[src/sensor_cmd_defs.svh]
/*
 File: constants of the command-mode register block and its checksum.
 Assumes: included by bare name; offsets are full command bytes of the link.
*/
// Behaviour
// - Checksum is CRC-8, generator 107h, MSB first.
// - Checksum register presets to all ones.
// - Sixteen words in order, last low byte zeroed.
// - Stored checksum included gives remainder zero.
// - Key register write-only, 94h, key 9BA4h.
// - Status bit 15 shows diagnostic condition, unsuppressed.
// - Bit 14 suppresses diagnostic mode, resets zero.
// - Bit 12 reports undervoltage, read-only.
// - Bit 11 turns pump clock on, resets zero.
// - Bit 8 sticky corrected-error flag per readout.
// - Bit 7 sticky uncorrectable-error flag per readout.
// - Bit 6 sticky field loss, only when enabled.
// - Bit 4 reports start-up checksum failure.
// - Write-enable register 96h/97h, bit 11 permit.
// - Command byte: region, address, read bit.
// - Command mode lasts until power-on reset.
`ifndef SENSOR_CMD_DEFS_SVH
`define SENSOR_CMD_DEFS_SVH
`define CRC_POLY 9'h107
`define CRC_PRESET 8'hff
`define CRC_TOP_BIT 8
`define NVM_WORDS 16
`define NVM_LAST_ADDR 4'hf
`define REGION_NVM 3'h0
`define REGION_REGS 3'h4
`define CMD_STATUS_WR 8'h82
`define CMD_STATUS_RD 8'h83
`define CMD_KEY_WR 8'h94
`define CMD_WEN_WR 8'h96
`define CMD_WEN_RD 8'h97
`define UNLOCK_KEY 16'h9ba4
`define WEN_RESET 16'h0605
`define WEN_FIXED_MASK 16'h0605
`define BIT_DIAG 15
`define BIT_SUPPRESS 14
`define BIT_UNDERVOLT 12
`define BIT_PUMP 11
`define BIT_CORR 8
`define BIT_UNCORR 7
`define BIT_FIELD 6
`define BIT_CRC_BAD 4
`define STATUS_RESERVED 16'h262f
`define BIT_PERMIT 11
`define CLOCK_PERIOD_NS 4
`endif

[src/sensor_cmd_pkg.sv]
/*
 File: types shared by the command-mode register block.
 Assumes: referenced only by scoped names, never imported.
*/
package sensor_cmd_pkg;
   // Command byte as it arrives from the link decoder.
   typedef struct packed {
      logic [2:0] region;
      logic [3:0] addr;
      logic rd;
   } link_cmd_s;
   // Analog status levels from the sensor front end.
   typedef struct packed {
      logic diag;
      logic undervolt;
      logic field_loss;
   } status_in_s;
   // Start-up checksum walk.
   typedef enum logic [1:0] {st_check, st_run} startup_e;
endpackage

[src/crc_unit.sv]
/*
 File: CRC-8 over 16-bit words, one word per clock.
 Assumes: the caller presets before the first word and feeds words in order.
*/
`timescale 1ns/1ps
`include "sensor_cmd_defs.svh"
module crc_unit (
   input wire logic clock_i,
   input wire logic reset_i,
   input wire logic start_i,
   input wire logic word_valid_i,
   input wire logic [15:0] word_i,
   input wire logic mask_low_i,
   output logic [7:0] crc_o
);
   logic [7:0] crc_reg;
   logic [7:0] crc_next;

   // Shifts one word in, most significant bit first.
   function automatic logic [7:0] crc_word(input logic [7:0] crc, input logic [15:0] w);
      logic [8:0] sh;
      sh = {1'b0, crc};
      for (int i = 15; i >= 0; i--) begin
         sh = {sh[7:0], w[i]};
         if (sh[`CRC_TOP_BIT]) begin
            sh = sh ^ `CRC_POLY;
         end
      end
      return sh[7:0];
   endfunction

   // Preset wins over a word in the same cycle; the checksum byte can be masked.
   always_comb begin
      crc_next = crc_reg;
      if (start_i) begin
         crc_next = `CRC_PRESET;
      end else if (word_valid_i) begin
         crc_next = crc_word(crc_reg, mask_low_i ? {word_i[15:8], 8'h00} : word_i);
      end
   end

   always_ff @(posedge clock_i) begin
      if (reset_i) begin
         crc_reg <= `CRC_PRESET;
      end else begin
         crc_reg <= crc_next;
      end
   end

   assign crc_o = crc_reg;

   a_crc_preset: assert property (@(posedge clock_i)
      reset_i || start_i |=> crc_o == `CRC_PRESET) else $error("crc not preset");
endmodule

[src/entry_timer.sv]
/*
 File: command-entry window that opens at power-on reset.
 Assumes: reset_i is the power-on reset; the window never reopens otherwise.
*/
`timescale 1ns/1ps
module entry_timer #(
   parameter int WINDOW_CYCLES = 1000
) (
   input wire logic clock_i,
   input wire logic reset_i,
   output logic window_open_o
);
   localparam int CW = $clog2(WINDOW_CYCLES + 1);
   logic [CW-1:0] count_reg;
   logic [CW-1:0] count_next;

   // Counts down once; zero means the window has closed for good.
   always_comb begin
      count_next = count_reg;
      if (count_reg != '0) begin
         count_next = count_reg - 1'b1;
      end
   end

   always_ff @(posedge clock_i) begin
      if (reset_i) begin
         count_reg <= CW'(WINDOW_CYCLES);
      end else begin
         count_reg <= count_next;
      end
   end

   assign window_open_o = count_reg != '0;

   a_window_stays: assert property (@(posedge clock_i) disable iff (reset_i)
      !window_open_o |=> !window_open_o) else $error("window reopened");
endmodule

[src/sensor_command_registers_crc.sv]
/*
 File: command-mode registers and start-up checksum check of the angle sensor.
 Assumes: a same-clock link decoder delivers each command byte with its data
 word as a one-cycle strobe; memory readout logic streams the sixteen words
 after reset and reports error-correction results; status levels are async.
*/
`timescale 1ns/1ps
`include "sensor_cmd_defs.svh"
module sensor_command_registers_crc #(
   parameter int ENTRY_WINDOW_NS = 20000000,
   parameter int ENTRY_WINDOW_CYCLES = ENTRY_WINDOW_NS / `CLOCK_PERIOD_NS
) (
   input wire logic clock_i,
   input wire logic reset_i,
   input wire logic cmd_valid_i,
   input wire logic [7:0] cmd_byte_i,
   input wire logic [15:0] cmd_data_i,
   output logic rd_valid_o,
   output logic [15:0] rd_data_o,
   input wire logic nvm_word_valid_i,
   input wire logic [3:0] nvm_addr_i,
   input wire logic [15:0] nvm_word_i,
   input wire logic nvm_readout_i,
   input wire logic nvm_corrected_i,
   input wire logic nvm_uncorrectable_i,
   input wire logic field_loss_enable_i,
   input wire sensor_cmd_pkg::status_in_s status_i,
   output logic command_mode_o,
   output logic diag_mode_o,
   output logic pump_clock_on_o,
   output logic nvm_write_permit_o,
   output logic check_done_o,
   output logic [7:0] checksum_o
);
   sensor_cmd_pkg::link_cmd_s cmd;
   sensor_cmd_pkg::status_in_s sync1_reg;
   sensor_cmd_pkg::status_in_s sync2_reg;
   sensor_cmd_pkg::startup_e state_reg;
   sensor_cmd_pkg::startup_e state_next;
   logic [3:0] expect_reg;
   logic [3:0] expect_next;
   logic feed;
   logic last_word;
   logic [7:0] check_crc;
   logic [7:0] sum_crc;
   logic window_open;
   logic mode_reg;
   logic mode_next;
   logic suppress_reg;
   logic suppress_next;
   logic pump_reg;
   logic pump_next;
   logic permit_reg;
   logic permit_next;
   logic corr_reg;
   logic corr_next;
   logic uncorr_reg;
   logic uncorr_next;
   logic field_reg;
   logic field_next;
   logic diag_cond;
   logic diag_reg;
   logic diag_next;
   logic rd_valid_reg;
   logic rd_valid_next;
   logic [15:0] rd_data_reg;
   logic [15:0] rd_data_next;
   logic [15:0] status_word;
   logic [15:0] wen_word;
   logic key_ok;

   // Tells whether a command byte addresses the register region.
   function automatic logic is_reg_cmd(input logic [7:0] b);
      sensor_cmd_pkg::link_cmd_s c;
      c = b;
      return c.region == `REGION_REGS;
   endfunction

   // Two flip-flops per status level before any logic reads it.
   always_ff @(posedge clock_i) begin
      if (reset_i) begin
         sync1_reg <= '0;
         sync2_reg <= '0;
      end else begin
         sync1_reg <= status_i;
         sync2_reg <= sync1_reg;
      end
   end

   assign cmd = cmd_byte_i;

   // Window that admits the unlock key after power-on reset.
   entry_timer #(
      .WINDOW_CYCLES(ENTRY_WINDOW_CYCLES)
   ) u_window (
      .clock_i(clock_i),
      .reset_i(reset_i),
      .window_open_o(window_open)
   );

   // Start-up walk: words taken only in increasing address order.
   assign feed = (state_reg == sensor_cmd_pkg::st_check) && nvm_word_valid_i
      && (nvm_addr_i == expect_reg);
   assign last_word = nvm_addr_i == `NVM_LAST_ADDR;

   // Check remainder runs over the stored checksum as it is.
   crc_unit u_check (
      .clock_i(clock_i),
      .reset_i(reset_i),
      .start_i(1'b0),
      .word_valid_i(feed),
      .word_i(nvm_word_i),
      .mask_low_i(1'b0),
      .crc_o(check_crc)
   );

   // Fresh checksum runs with the checksum byte of the last word zeroed.
   crc_unit u_sum (
      .clock_i(clock_i),
      .reset_i(reset_i),
      .start_i(1'b0),
      .word_valid_i(feed),
      .word_i(nvm_word_i),
      .mask_low_i(last_word),
      .crc_o(sum_crc)
   );

   // Start-up check state: moves from st_check to st_run once the last word is taken.
   always_comb begin
      state_next = state_reg;
      expect_next = expect_reg;
      unique case (state_reg)
         sensor_cmd_pkg::st_check: begin
            if (feed) begin
               expect_next = expect_reg + 4'h1;
               if (last_word) begin
                  state_next = sensor_cmd_pkg::st_run;
               end
            end
         end
         sensor_cmd_pkg::st_run: begin
            expect_next = expect_reg;
         end
         default: begin
            state_next = sensor_cmd_pkg::st_check;
         end
      endcase
   end

   always_ff @(posedge clock_i) begin
      if (reset_i) begin
         state_reg <= sensor_cmd_pkg::st_check;
         expect_reg <= 4'h0;
      end else begin
         state_reg <= state_next;
         expect_reg <= expect_next;
      end
   end

   // The remainder settles one cycle after the last word is taken.
   logic judge_reg;
   always_ff @(posedge clock_i) begin
      if (reset_i) begin
         judge_reg <= 1'b0;
      end else begin
         judge_reg <= feed && last_word;
      end
   end

   // Failure latched from the settled remainder; nonzero means damaged.
   logic bad_reg;
   logic bad_next;
   always_comb begin
      bad_next = bad_reg;
      if (judge_reg) begin
         bad_next = check_crc != 8'h00;
      end
   end

   always_ff @(posedge clock_i) begin
      if (reset_i) begin
         bad_reg <= 1'b0;
      end else begin
         bad_reg <= bad_next;
      end
   end

   // Key accepted inside the window, or any time diagnostic mode is active.
   assign key_ok = cmd_valid_i && cmd_byte_i == `CMD_KEY_WR
      && cmd_data_i == `UNLOCK_KEY && (window_open || diag_reg);

   // Error and field-loss flags only ever rise until power-on reset.
   assign diag_cond = sync2_reg.diag || field_reg;

   // Control bits, mode and sticky flags.
   always_comb begin
      mode_next = mode_reg || key_ok;
      suppress_next = suppress_reg;
      pump_next = pump_reg;
      permit_next = permit_reg;
      if (mode_reg && cmd_valid_i && !cmd.rd && is_reg_cmd(cmd_byte_i)) begin
         if (cmd_byte_i == `CMD_STATUS_WR) begin
            suppress_next = cmd_data_i[`BIT_SUPPRESS];
            pump_next = cmd_data_i[`BIT_PUMP];
         end
         if (cmd_byte_i == `CMD_WEN_WR) begin
            permit_next = cmd_data_i[`BIT_PERMIT];
         end
      end
      corr_next = corr_reg || (nvm_readout_i && nvm_corrected_i);
      uncorr_next = uncorr_reg || (nvm_readout_i && nvm_uncorrectable_i);
      field_next = field_reg || (field_loss_enable_i && sync2_reg.field_loss);
      diag_next = diag_cond && !suppress_reg;
   end

   always_ff @(posedge clock_i) begin
      if (reset_i) begin
         mode_reg <= 1'b0;
         suppress_reg <= 1'b0;
         pump_reg <= 1'b0;
         permit_reg <= 1'b0;
         corr_reg <= 1'b0;
         uncorr_reg <= 1'b0;
         field_reg <= 1'b0;
         diag_reg <= 1'b0;
      end else begin
         mode_reg <= mode_next;
         suppress_reg <= suppress_next;
         pump_reg <= pump_next;
         permit_reg <= permit_next;
         corr_reg <= corr_next;
         uncorr_reg <= uncorr_next;
         field_reg <= field_next;
         diag_reg <= diag_next;
      end
   end

   // Read images; reserved status bits are zero, write-enable keeps its pattern.
   always_comb begin
      status_word = 16'h0000;
      status_word[`BIT_DIAG] = diag_cond;
      status_word[`BIT_SUPPRESS] = suppress_reg;
      status_word[`BIT_UNDERVOLT] = sync2_reg.undervolt;
      status_word[`BIT_PUMP] = pump_reg;
      status_word[`BIT_CORR] = corr_reg;
      status_word[`BIT_UNCORR] = uncorr_reg;
      status_word[`BIT_FIELD] = field_reg;
      status_word[`BIT_CRC_BAD] = bad_reg;
      wen_word = `WEN_FIXED_MASK;
      wen_word[`BIT_PERMIT] = permit_reg;
   end

   // Read answer one cycle after the command; unmapped reads answer zero.
   always_comb begin
      rd_valid_next = mode_reg && cmd_valid_i && cmd.rd;
      rd_data_next = rd_data_reg;
      if (rd_valid_next) begin
         rd_data_next = 16'h0000;
         if (cmd_byte_i == `CMD_STATUS_RD) begin
            rd_data_next = status_word;
         end
         if (cmd_byte_i == `CMD_WEN_RD) begin
            rd_data_next = wen_word;
         end
      end
   end

   always_ff @(posedge clock_i) begin
      if (reset_i) begin
         rd_valid_reg <= 1'b0;
         rd_data_reg <= 16'h0000;
      end else begin
         rd_valid_reg <= rd_valid_next;
         rd_data_reg <= rd_data_next;
      end
   end

   assign rd_valid_o = rd_valid_reg;
   assign rd_data_o = rd_data_reg;
   assign command_mode_o = mode_reg;
   assign diag_mode_o = diag_reg;
   assign pump_clock_on_o = pump_reg;
   assign nvm_write_permit_o = permit_reg;
   assign check_done_o = state_reg == sensor_cmd_pkg::st_run && !judge_reg;
   assign checksum_o = sum_crc;

   a_key_entry: assert property (@(posedge clock_i) disable iff (reset_i)
      key_ok |=> command_mode_o) else $error("key did not enter mode");
   a_mode_sticky: assert property (@(posedge clock_i) disable iff (reset_i)
      command_mode_o |=> command_mode_o) else $error("command mode left");
   a_key_late: assert property (@(posedge clock_i) disable iff (reset_i)
      !window_open && !diag_reg && !command_mode_o |=> !command_mode_o)
      else $error("mode entered outside window");
   a_suppress_off: assert property (@(posedge clock_i) disable iff (reset_i)
      suppress_reg |=> !diag_mode_o) else $error("diag not suppressed");
   a_diag_bit: assert property (@(posedge clock_i) disable iff (reset_i)
      command_mode_o && cmd_valid_i && cmd_byte_i == `CMD_STATUS_RD
      |=> rd_valid_o && rd_data_o[`BIT_DIAG] == $past(diag_cond))
      else $error("diag bit wrong");
   a_uv_bit: assert property (@(posedge clock_i) disable iff (reset_i)
      command_mode_o && cmd_valid_i && cmd_byte_i == `CMD_STATUS_RD
      |=> rd_data_o[`BIT_UNDERVOLT] == $past(sync2_reg.undervolt))
      else $error("undervoltage bit wrong");
   a_reserved_zero: assert property (@(posedge clock_i) disable iff (reset_i)
      rd_valid_o && $past(cmd_byte_i) == `CMD_STATUS_RD
      |-> (rd_data_o & `STATUS_RESERVED) == 16'h0000) else $error("reserved bit set");
   a_pump_write: assert property (@(posedge clock_i) disable iff (reset_i)
      command_mode_o && cmd_valid_i && cmd_byte_i == `CMD_STATUS_WR
      |=> pump_clock_on_o == $past(cmd_data_i[`BIT_PUMP]))
      else $error("pump clock not written");
   a_corr_sticky: assert property (@(posedge clock_i) disable iff (reset_i)
      nvm_readout_i && nvm_corrected_i |=> corr_reg [*2])
      else $error("corrected flag lost");
   a_uncorr_sticky: assert property (@(posedge clock_i) disable iff (reset_i)
      nvm_readout_i && nvm_uncorrectable_i |=> uncorr_reg [*2])
      else $error("uncorrectable flag lost");
   a_field_gate: assert property (@(posedge clock_i) disable iff (reset_i)
      !field_reg && !field_loss_enable_i |=> !field_reg)
      else $error("field loss without enable");
   a_crc_judge: assert property (@(posedge clock_i) disable iff (reset_i)
      judge_reg |=> bad_reg == ($past(check_crc) != 8'h00))
      else $error("checksum verdict wrong");
   a_permit_write: assert property (@(posedge clock_i) disable iff (reset_i)
      command_mode_o && cmd_valid_i && cmd_byte_i == `CMD_WEN_WR
      |=> nvm_write_permit_o == $past(cmd_data_i[`BIT_PERMIT]))
      else $error("write permit not written");
endmodule

[config.mk]
export PLATFORM = sky130hd
export DESIGN_NAME = sensor_command_registers_crc
export DESIGN_NICKNAME = d
export VERILOG_FILES = /design/src/sensor_cmd_pkg.sv /design/src/crc_unit.sv /design/src/entry_timer.sv /design/src/sensor_command_registers_crc.sv
export VERILOG_INCLUDE_DIRS = /design/src
export SDC_FILE = /design/constraint.sdc
export NUM_CORES = 1
export LEC_CHECK = 0
export BUFFER_PORTS_ARGS = -buffer_cell sky130_fd_sc_hd__buf_2
export CORE_MARGIN = 5
export CORE_UTILIZATION = 59
export CTS_CLUSTER_DIAMETER = 40
export DETAILED_ROUTE_END_ITERATION = 10
export PLACE_DENSITY = 0.84
export SYNTH_ARGS = -nofsm -noshare
export SYNTH_HDL_FRONTEND = slang
export SYNTH_SLANG_ARGS = --single-unit
export TNS_END_PERCENT = 100
[constraint.sdc]
create_clock -name clock_i -period 6.3 [get_ports clock_i]
set_clock_uncertainty 0.15 [all_clocks]
set_input_delay 0.945 -clock clock_i [delete_from_list [all_inputs] [get_ports clock_i]]
set_output_delay 0.945 -clock clock_i [all_outputs]
set_load 0.1 [all_outputs]
==> metrics, run 1 <==
CTS root buf=clkbuf_8; max reg flops=23; ranking of synthesized cells by area=dfxtp_1 (37%), xnor2_1 (9.6%), xor2_1 (6.9%); P&R area growth vs syn=15.87%; share of cells above drive strength 1=22.73%; global route overflow=0; RSZ-0062 raised after global routing=no; initial DRC count=150; DR vias=3134; Worst Setup SP=nvm_addr_i[3]; Worst R2R Setup Slack=between 3 and 4 ns; die footprint=~8200 um^2; die width=around 90 um; row cnt=29; postcts setup bufs=0; Setup TNS=0 ns; Critical Path Start Type=input port; WHS Path Cells=1; Setup crit end kind=flip-flop; Die H=around 90 um; RR Endpoint=u_window.count_reg[18]$_SDFFE_PP1P_; synthesis-stage register bit count=70; post-synth top area share=36.73%; worst-margin pin slew=around 1 ns; Max Cap Viol=0; CTS buffer count=9; Gate Count Post-Synth=slightly above 400; H-tree depth=3; Mapped Area=~3800 um^2; # setup viols final=0; period utilization=between 40% and 50%; drc violations=0; TritonRoute pass-1 iters=4; minimum clock period=between 2 and 3 ns; achievable clock frequency=361.2 MHz; Pleak=1.887 nW; Slew Limit Fails=0; nets=between 500 and 600; worst-skew pair later-pin latency=between 0.3 and 0.4 ns; Post-synth top flop=dfxtp_1; Routed Antenna Nets=0; CTS tree=yes; Post-synth EDFFs=0; reg-to-reg startpoint=u_window.count_reg[12]$_SDFFE_PP0P_; Async SR Flop Fraction=0%; vias per inst=between 5 and 6; vias in the first global route=just over 3k; WP data arrival=between 2 and 3 ns; Critical Path RT=about 6.4 ns; Worst VDD drop=0.1528 mV; max_slew headroom=around a third; average routed wire per standard cell=around 15 um; first-pass GRT wire length=14480 um; Ports=85; sequential fraction of the synthesis area=between 30% and 40%; Filler Cell Count=approximately 490; area of the multi-input gates=between 2000 and 2500 um^2; Ys Warns=0; HP Class=flip-flop to flip-flop; core area=about 6300 um^2; most common cell in the netlist=dfxtp_1; final wirelength=approximately 8500 um; antenna cells=0; Initial Util=60.42%; initial antenna violation count=0; WS Path Type=input port to flip-flop; outcome=finished clean; CTS resizes=0; Worst-path clk slew=roughly 0.07 ns; largest area contributor in the netlist=dfxtp_1; DP HPWL=6213 um; post-synthesis average cell area=9.327 um^2; Global Route Usage Sum=between 20% and 30%; distinct cell type count after synthesis=54; synth cell count leaders=dfxtp_1 (70), xnor2_1 (42), nor2_1 (39), nand2_1 (30), xor2_1 (30); Placer Congestion=0.9113; PD cells=about 250 nW/um^2; largest net degree at the start of global routing=52; FF/Latch Area=around 1400 um^2; CTS Hold Buffers Added=0; worst hold margin=0.2863 ns; # clock sinks=70; Final Hold Viols=0; cells on worst reg2reg path=5; port bufs=80; CTS Buffer Depth=2; CP endpoint=expect_reg[3]$_SDFFE_PP0P_; Crit Path Max Fanout=34
==> cells in the final DEF, fill, tap and decap left out, drive strengths merged, types with 3 or more instances in the layout <==
cell type,instances
a21oi,12
buf,81
or4,5
nand4,4
mux2i,8
nor3,14
o21ai,19
xnor3,12
and3,4
xnor2,43
nand2,30
xor2,31
nor4,12
clkinv,3
clkbuf,10
dfxtp,70
nor3b,3
o211ai,11
nand3,11
conb,4
nor2,39
or3b,4
or3,9
nor4b,3
nor2b,11
inv,4
a22o,5
==> area by class of cell <==
cell class | count | share of cell area, %
multi-input combinational | 314 | 51.63
tap | 77 | 2.179
clock inverter | 6 | 1.896
sequential | 70 | 31.70
timing repair buffer | 81 | 9.227
clock buffer | 10 | 3.114
inverter | 3 | 0.2547
==> metrics by stage <==
step,util (%),power [mW],cell area [um^2],std cells,worst slack (ns)
5_1_grt,70.02,1.133,4420,561,3.321
2_1_floorplan,-,0.6452,3826,412,3.506
6_report,70.02,1.086,4420,561,3.532
3_5_place_dp,66.51,0.6929,4199,545,3.182
3_3_place_gp,66.51,0.6854,4199,545,3.282
4_1_cts,70.02,1.092,4420,561,3.540
==> report_power, final <==
group / leakage [nW] / switching (mW) / internal [mW]
registers: 0.569 / 0.0191 / 0.458
logic: 1.20 / 0.111 / 0.0964
clock network: 0.116 / 0.169 / 0.233
total: 1.89 / 0.298 / 0.788
==> kinds of logic (layout without fill, tap and decap cells) <==
kind of cell    count (synthesis)  count (layout)  share of synthesized area (%)
compound gates                 57              57                          9.642
mux                             8               8                          2.099
fa+ha+maj                       2               2                         0.6558
xor+xnor                       86              86                          24.50
other cells                     1               4                        0.09830
flops                          70              70                          36.73
buf+inv                        28             100                          3.739
simple gates                  157             157                          22.53
==> routing by layer <==
| layer | track usage, % | routed length (um) | up-vias |
|---|---|---|---|
| li1 | - | - | 1559 |
| met1 | 26.37 | 3522 | 1432 |
| met2 | 35.73 | 4058 | 128 |
| met3 | 4.833 | 763 | 15 |
| met4 | 8.561 | 155 | 0 |
| met5 | 0 | 0 | - |
==> worst max-delay path, stage by stage <==
cell     delay (ns)
buf_2          0.11
xor2_1         0.14
nor3_2         0.32
nand2_1        0.66
or3_1          0.58
a21oi_1        0.13
==> worst min path at each step <==
stage                                           from                         end  slack (ns)
after CTS                    sync1_reg[0]$_SDFF_PP0_     sync2_reg[0]$_SDFF_PP0_        0.29
after global placement    status_word[12]$_SDFF_PP0_  rd_data_o[12]$_SDFFE_PP0P_        0.27
after global routing         sync1_reg[2]$_SDFF_PP0_     sync2_reg[2]$_SDFF_PP0_        0.31
after floorplan              sync1_reg[1]$_SDFF_PP0_  status_word[12]$_SDFF_PP0_        0.26
after detailed placement     sync1_reg[0]$_SDFF_PP0_     sync2_reg[0]$_SDFF_PP0_        0.27
final                        sync1_reg[1]$_SDFF_PP0_  status_word[12]$_SDFF_PP0_        0.29
(Power assumes the default switching activity.)
==> run 2: changes to the inputs <==
--- a/config.mk
+++ b/config.mk
@@ -6,12 +6,13 @@
 export SDC_FILE = /design/constraint.sdc
 export NUM_CORES = 1
 export LEC_CHECK = 0
+export ABC_AREA = 1
 export BUFFER_PORTS_ARGS = -buffer_cell sky130_fd_sc_hd__buf_2
 export CORE_MARGIN = 5
-export CORE_UTILIZATION = 59
+export CORE_UTILIZATION = 56
 export CTS_CLUSTER_DIAMETER = 40
 export DETAILED_ROUTE_END_ITERATION = 10
-export PLACE_DENSITY = 0.84
+export PLACE_DENSITY = 0.78
 export SYNTH_ARGS = -nofsm -noshare
 export SYNTH_HDL_FRONTEND = slang
 export SYNTH_SLANG_ARGS = --single-unit
==> constraint.sdc (replaced) <==
create_clock -name clock_i -period 2.55 [get_ports clock_i]
set_clock_uncertainty 0.15 [all_clocks]
set_input_delay 0.3825 -clock clock_i [delete_from_list [all_inputs] [get_ports clock_i]]
set_output_delay 0.3825 -clock clock_i [all_outputs]
set_load 0.1 [all_outputs]
==> run 2 against run 1 <==
- die area is 22% higher
- core utilization fell by 4.0 points
- flip-flop and latch count unchanged
- wire length is 37% higher
- setup slack got worse by 2.9 ns
- total power grew to 2.6 times the previous value
- cell area rose by 17%
- critical path type is now flip-flop to flip-flop
- critical endpoint is now u_window.count_reg[20]$_SDFFE_PP0P_
==> metrics, run 2 <==
FF/Latch Area=1401 um^2 (unchanged); CTS Buffer Depth=2 (unchanged); cell area after layout=5156 um^2 (was 4420 um^2); Routed Antenna Nets=0 (unchanged); met1 wire length=4916 um (was 3522 um); max layer used=met4 (unchanged); post-synthesis average cell area=6.315 um^2 (was 9.327 um^2); # setup viols final=0 (unchanged); commonest non-fill, non-tap cell in the layout=nand2_1 (was buf_2); period utilization=around 76%; vias per inst=5.241 (was 5.586); reg-to-reg startpoint=u_window.count_reg[0]$_SDFFE_PP0P_ (was u_window.count_reg[12]$_SDFFE_PP0P_); Worst-path clk slew=0.08 ns (was 0.07 ns); Crit Path Max Fanout=5 (was 34); RSZ-0062 raised after global routing=no (unchanged); CTS resizes=0 (unchanged); Ports=85 (unchanged); share of cells above drive strength 1=17.69% (was 22.73%); initial DRC count=254 (was 150); PD cells=541.8 nW/um^2 (was 245.7 nW/um^2); row cnt=32 (was 29); Setup crit end kind=flip-flop (unchanged); sequential fraction of the synthesis area=30.91% (was 36.73%); WHS Path Cells=3 (was 1); Gate Count Post-Synth=718 (was 409); core area=7807 um^2 (was 6314 um^2); CTS Hold Buffers Added=0 (unchanged); post-synth top area share=30.91% (was 36.73%); global route overflow=0 (unchanged); postcts setup bufs=0 (unchanged); Hold Path Origin=status_i[1] (was sync1_reg[1]$_SDFF_PP0_); Max Cap Viol=0 (unchanged); worst-margin pin slew=0.6848 ns (was 1.004 ns); Worst VDD drop=0.5230 mV (was 0.1528 mV); outcome=finished clean (unchanged); Hold Path End=sync1_reg[1]$_SDFF_PP0_ (was status_word[12]$_SDFF_PP0_); initial antenna violation count=0 (unchanged); met3 wire length=634 um (was 763 um); minimum clock period=approximately 1.9 ns; achievable clock frequency=approximately 520 MHz; placed cell areas=4935 um^2 (was 4199 um^2); CTS buffer count=9 (unchanged); largest area contributor in the netlist=dfxtp_1 (unchanged); max_slew headroom=54.30% (was 32.92%); CTS tree=yes (unchanged); max reg flops=23 (unchanged); Setup TNS=0 ns (unchanged); first-pass GRT wire length=19450 um (was 14480 um); Critical Path RT=2.63 ns (was 6.42 ns); number of instances in the placed design=883 (was 545); Mapped Area=4534 um^2 (was 3815 um^2); CTS root buf=clkbuf_8 (unchanged); Global Route Usage Sum=23.70% (was 21.30%); die width=99.99 um (was 90.41 um); H-tree depth=3 (unchanged); synth cell count leaders=nand2_1 (232), inv_1 (73), dfxtp_1 (70), nor2_1 (70), nand3_1 (60) (was dfxtp_1 (70), xnor2_1 (42), nor2_1 (39), nand2_1 (30), xor2_1 (30)); Slew Limit Fails=0 (unchanged); ranking of synthesized cells by area=dfxtp_1 (31%), nand2_1 (19%), nand3_1 (6.6%) (was dfxtp_1 (37%), xnor2_1 (9.6%), xor2_1 (6.9%)); drc violations=0 (unchanged); HP Class=input port to flip-flop (was flip-flop to flip-flop); average routed wire per standard cell=12.99 um (was 15.15 um); worst hold margin=0.08817 ns (was 0.2863 ns); Layout Cells excl Fill=899 (was 561); antenna cells=0 (unchanged); DR WL met2=5775 um (was 4058 um); Post-synth EDFFs=0 (unchanged); port bufs=80 (unchanged); most common cell in the netlist=nand2_1 (was dfxtp_1); Ys Warns=0 (unchanged); Initial Util=58.08% (was 60.42%); Placer Congestion=0.9392 (was 0.9113); Pleak=2.639 nW (was 1.887 nW); nets=849 (was 536); Final Hold Viols=0 (unchanged); most frequent cells in the layout=nand2_1 (232), buf_2 (80), inv_1 (73), nor2_1 (70), dfxtp_1 (70) (was buf_2 (80), dfxtp_1 (70), xnor2_1 (42), nor2_1 (39)); WS Path Type=flip-flop to flip-flop (was input port to flip-flop); P&R area growth vs syn=13.71% (was 15.87%); WP data arrival=2.01 ns (was 2.89 ns); synthesis-stage register bit count=70 (unchanged); Die H=99.99 um (was 90.41 um); # clock sinks=70 (unchanged); largest net degree at the start of global routing=50 (was 52); vias in the first global route=4439 (was 3079); Worst R2R Setup Slack=0.62 ns (was 3.82 ns); final wirelength=11680 um (was 8499 um); Total Power=2.794 mW (was 1.086 mW); die footprint=9997 um^2 (was 8174 um^2); distinct cell type count after synthesis=45 (was 54); RR Endpoint=u_window.count_reg[20]$_SDFFE_PP0P_ (was u_window.count_reg[18]$_SDFFE_PP1P_); Async SR Flop Fraction=0% (unchanged); TritonRoute pass-1 iters=5 (was 4); Post-synth top flop=dfxtp_1 (unchanged); cells on worst reg2reg path=9 (was 5); DR vias=4712 (was 3134); Filler Cell Count=759 (was 485); area of the multi-input gates=2679 um^2 (was 2282 um^2); DP HPWL=8989 um (was 6213 um); Critical Path Start Type=flip-flop (was input port); worst-skew pair later-pin latency=0.34 ns (about the same)
==> run 2: worst max-delay path, cell delays in order (launching register included) <==
cell and delay [ns]:
dfxtp_1 0.31, inv_1 0.12, ha_1 0.25, nand2_1 0.09, nor2_1 0.18, nand2_1 0.08
nor2_1 0.21, nand4_1 0.16, o21ai_0 0.20, a21oi_1 0.06
==> run 2: area by class of cell <==
| type | instances | share of cell area [%] |
|---|---|---|
| inverter | 83 | 6.042 |
| clock inverter | 6 | 1.820 |
| tap | 102 | 2.475 |
| multi-input combinational | 546 | 51.95 |
| timing repair buffer | 82 | 8.056 |
| clock buffer | 10 | 2.475 |
| sequential | 70 | 27.18 |
==> run 2: cells by family after synthesis <==
group           count (synthesis)  share of synthesized area (%)
compound gates                 81                          9.768
xor+xnor                       38                          7.837
fa+ha+maj                       2                         0.5518
buf+inv                       105                          10.26
flops                          70                          30.90
other cells                     1                        0.08270
simple gates                  421                          40.59
==> run 2: where the power goes <==
part / switching [mW] / total (mW) / internal [mW]
Clock: 0.437 / 0.996 / 0.560
Sequential: 0.0368 / 1.16 / 1.13
Combinational: 0.421 / 0.632 / 0.212
==> run 2: per-layer routing <==
metal	global-route usage (%)	vias to the layer above
met4	11.19	0
li1	-	2421
met1	28.08	2135
met3	4.031	25
met2	41.56	131
met5	0	-
==> run 2: worst max-delay path by stage <==
stage / start / endpoint / slack (ns)
3_3_place_gp: nvm_addr_i[2] / expect_reg[2]$_SDFFE_PP0P_ / 0.64
2_1_floorplan: u_sum.crc_o[7]$_SDFFE_PP1P_ / u_sum.crc_o[2]$_SDFFE_PP1P_ / 0.18
3_5_place_dp: nvm_addr_i[2] / expect_reg[2]$_SDFFE_PP0P_ / 0.59
6_report: u_window.count_reg[0]$_SDFFE_PP0P_ / u_window.count_reg[20]$_SDFFE_PP0P_ / 0.62
5_1_grt: u_check.crc_o[5]$_SDFFE_PP1P_ / u_check.crc_o[2]$_SDFFE_PP1P_ / 0.34
4_1_cts: u_check.crc_o[6]$_SDFFE_PP1P_ / u_check.crc_o[2]$_SDFFE_PP1P_ / 0.63
==> run 2: metrics by stage <==
| step | utilization (%) | setup WS (ns) |
|---|---|---|
| 2_1_floorplan | - | 0.1804 |
| 3_3_place_gp | 63.21 | 0.6409 |
| 3_5_place_dp | 63.21 | 0.5947 |
| 4_1_cts | 66.04 | 0.6292 |
| 5_1_grt | 66.04 | 0.3355 |
| 6_report | 66.04 | 0.6223 |
==> run 3: changes to the inputs <==
==> constraint.sdc (replaced) <==
create_clock -name clock_i -period 1.9 [get_ports clock_i]
set_clock_uncertainty 0.15 [all_clocks]
set_input_delay 0.285 -clock clock_i [delete_from_list [all_inputs] [get_ports clock_i]]
set_output_delay 0.285 -clock clock_i [all_outputs]
set_load 0.1 [all_outputs]
==> run 3 against run 2 <==
- clock-buffer cell count is the same
- largest cell class unchanged
- core utilization grew 2.7 points
- highest routed layer unchanged
- critical endpoint is now u_check.crc_o[5]$_SDFFE_PP1P_
- wire length grew 0.51%
==> metrics, run 3 (synthesis results as in run 2) <==
outcome=finished clean (unchanged); Crit Path Max Fanout=4 (was 5); Final Hold Viols=0 (unchanged); postcts setup bufs=0 (unchanged); WP data arrival=1.85 ns (was 2.01 ns); initial antenna violation count=0 (unchanged); Initial Util=58.08% (unchanged); CTS Buffer Depth=2 (unchanged); minimum clock period=1.758 ns (was 1.928 ns); Setup crit end kind=flip-flop (unchanged); period utilization=92.54% (was 75.60%); H-tree depth=3 (unchanged); worst-margin pin slew=0.4989 ns (was 0.6848 ns); worst hold margin=0.01949 ns (was 0.08817 ns); share of cells above drive strength 1=23.28% (was 17.69%); Global Route Usage Sum=23.89% (was 23.70%); placed cell areas=5059 um^2 (was 4935 um^2); Critical Path RT=1.99 ns (was 2.63 ns); WS Path Type=flip-flop to flip-flop (unchanged); Setup TNS=0 ns (unchanged); Die H=99.99 um (unchanged); average routed wire per standard cell=12.84 um (was 12.99 um); Placer Congestion=1.008 (was 0.9392); port bufs=80 (unchanged); achievable clock frequency=568.7 MHz (was 518.8 MHz); commonest non-fill, non-tap cell in the layout=nand2_1 (unchanged); Worst-path clk slew=0.08 ns (about the same); die footprint=9997 um^2 (unchanged); final wirelength=11740 um (was 11680 um); worst-skew pair later-pin latency=0.35 ns (was 0.34 ns); number of instances in the placed design=895 (was 883); DR vias=4702 (was 4712); vias per inst=5.144 (was 5.241); # clock sinks=70 (unchanged); CTS tree=yes (unchanged); Slew Limit Fails=0 (unchanged); Hold Path End=uncorr_reg$_SDFF_PP0_ (was sync1_reg[1]$_SDFF_PP0_); TritonRoute pass-1 iters=4 (was 5); Critical Path Start Type=flip-flop (unchanged); Hold Path Origin=nvm_uncorrectable_i (was status_i[1]); DP HPWL=9243 um (was 8989 um); drc violations=0 (unchanged); reg-to-reg startpoint=u_check.crc_o[3]$_SDFFE_PP1P_ (was u_window.count_reg[0]$_SDFFE_PP0P_); P&R area growth vs syn=18.41% (was 13.71%); antenna cells=0 (unchanged); Filler Cell Count=735 (was 759); CTS buffer count=9 (unchanged); RR Endpoint=u_check.crc_o[5]$_SDFFE_PP1P_ (was u_window.count_reg[20]$_SDFFE_PP0P_); row cnt=32 (unchanged); nets=864 (was 849); max_slew headroom=66.48% (was 54.30%); PD cells=673.6 nW/um^2 (was 541.8 nW/um^2); Max Cap Viol=0 (unchanged); post-layout util=68.77% (was 66.04%); HP Class=input port to flip-flop (unchanged); die width=99.99 um (unchanged); Layout Cells excl Fill=914 (was 899); Ports=85 (unchanged); WHS Path Cells=3 (unchanged); most frequent cells in the layout=nand2_1 (226), buf_2 (80), inv_1 (71), nor2_1 (63), nand3_1 (60) (was nand2_1 (232), buf_2 (80), inv_1 (73), nor2_1 (70), dfxtp_1 (70)); cell area after layout=5369 um^2 (was 5156 um^2); Worst VDD drop=0.6537 mV (was 0.5230 mV); Pleak=2.693 nW (was 2.639 nW); initial DRC count=202 (was 254); global route overflow=0 (unchanged); max reg flops=23 (unchanged); core area=7807 um^2 (unchanged); vias in the first global route=4391 (was 4439); CTS root buf=clkbuf_8 (unchanged); largest net degree at the start of global routing=50 (unchanged); Routed Antenna Nets=0 (unchanged); # setup viols final=0 (unchanged); cells on worst reg2reg path=10 (was 9); first-pass GRT wire length=19580 um (was 19450 um); Worst R2R Setup Slack=0.14 ns (was 0.62 ns)
## run 3: cell types whose count changed in the layout (fill, tap and decap cells not counted), sizes merged
cell         previous run  this run
buf                    82        94
bufinv                  2         0
dlygate4sd3             0         3
clkinv                  2         3
clkinvlp                1         2
## run 3: worst max-delay path: stages, from the launching register on
cell and delay, ns:
dfxtp_2 0.37, inv_1 0.05, nand2_1 0.12, nand2_2 0.10, xnor2_2 0.31, xor2_1 0.18
nand2_1 0.08, nand2_1 0.07, nand2_1 0.05, nand3_1 0.09, nand2_1 0.07
## run 3: final cells by class
| class | count | area, um^2 | area share (%) |
|---|---|---|---|
| Multi-Input combinational cell | 546 | 2745 | 51.13 |
| Sequential cell | 70 | 1440 | 26.82 |
| Timing Repair Buffer | 97 | 548.0 | 10.21 |
| Inverter | 83 | 316.6 | 5.896 |
| Clock buffer | 10 | 148.9 | 2.773 |
| Tap cell | 102 | 127.6 | 2.377 |
| Clock inverter | 6 | 42.54 | 0.7924 |
## run 3: power by group
| group | switching [mW] | total (mW) | internal, mW |
|---|---|---|---|
| combinational | 0.582 | 0.896 | 0.314 |
| clock | 0.601 | 1.16 | 0.557 |
| sequential | 0.0527 | 1.56 | 1.51 |
| total | 1.24 | 3.62 | 2.38 |
## run 3: worst max-delay path by stage
stage / slack, ns / to / startpoint
floorplan: 0.01 / u_sum.crc_o[1]$_SDFFE_PP1P_ / u_sum.crc_o[6]$_SDFFE_PP1P_
global placement: 0.03 / u_check.crc_o[2]$_SDFFE_PP1P_ / u_check.crc_o[6]$_SDFFE_PP1P_
detailed placement: 0.007 / u_window.count_reg[19]$_SDFFE_PP1P_ / u_window.count_reg[0]$_SDFFE_PP0P_
CTS: 0.02 / u_check.crc_o[2]$_SDFFE_PP1P_ / u_check.crc_o[5]$_SDFFE_PP1P_
global route: -0.004 / u_window.count_reg[10]$_SDFFE_PP0P_ / u_window.count_reg[6]$_SDFFE_PP1P_
finish: 0.14 / u_check.crc_o[5]$_SDFFE_PP1P_ / u_check.crc_o[3]$_SDFFE_PP1P_
## run 3: layer usage
layer,GRT usage (%),part of all wire [%]
met1,28.58,41
met2,42.84,51
met4,8.601,2.5
met3,4.100,5.6
met5,0,0
## run 3: per-stage QoR
stage / setup slack (ns) / power (mW)
2_1_floorplan: 0.01018 / 2.234
3_3_place_gp: 0.03123 / 2.431
3_5_place_dp: 0.007418 / 2.451
4_1_cts: 0.01971 / 3.611
5_1_grt: -0.003512 / 3.862
6_report: 0.1417 / 3.616
## run 3: what timing repair did
action	in CTS	in global routing
setup endpoints to repair	1	18
resized for setup	1	37
endpoints found under the hold margin	3	0
hold buffers	3	0
pin swaps	0	2
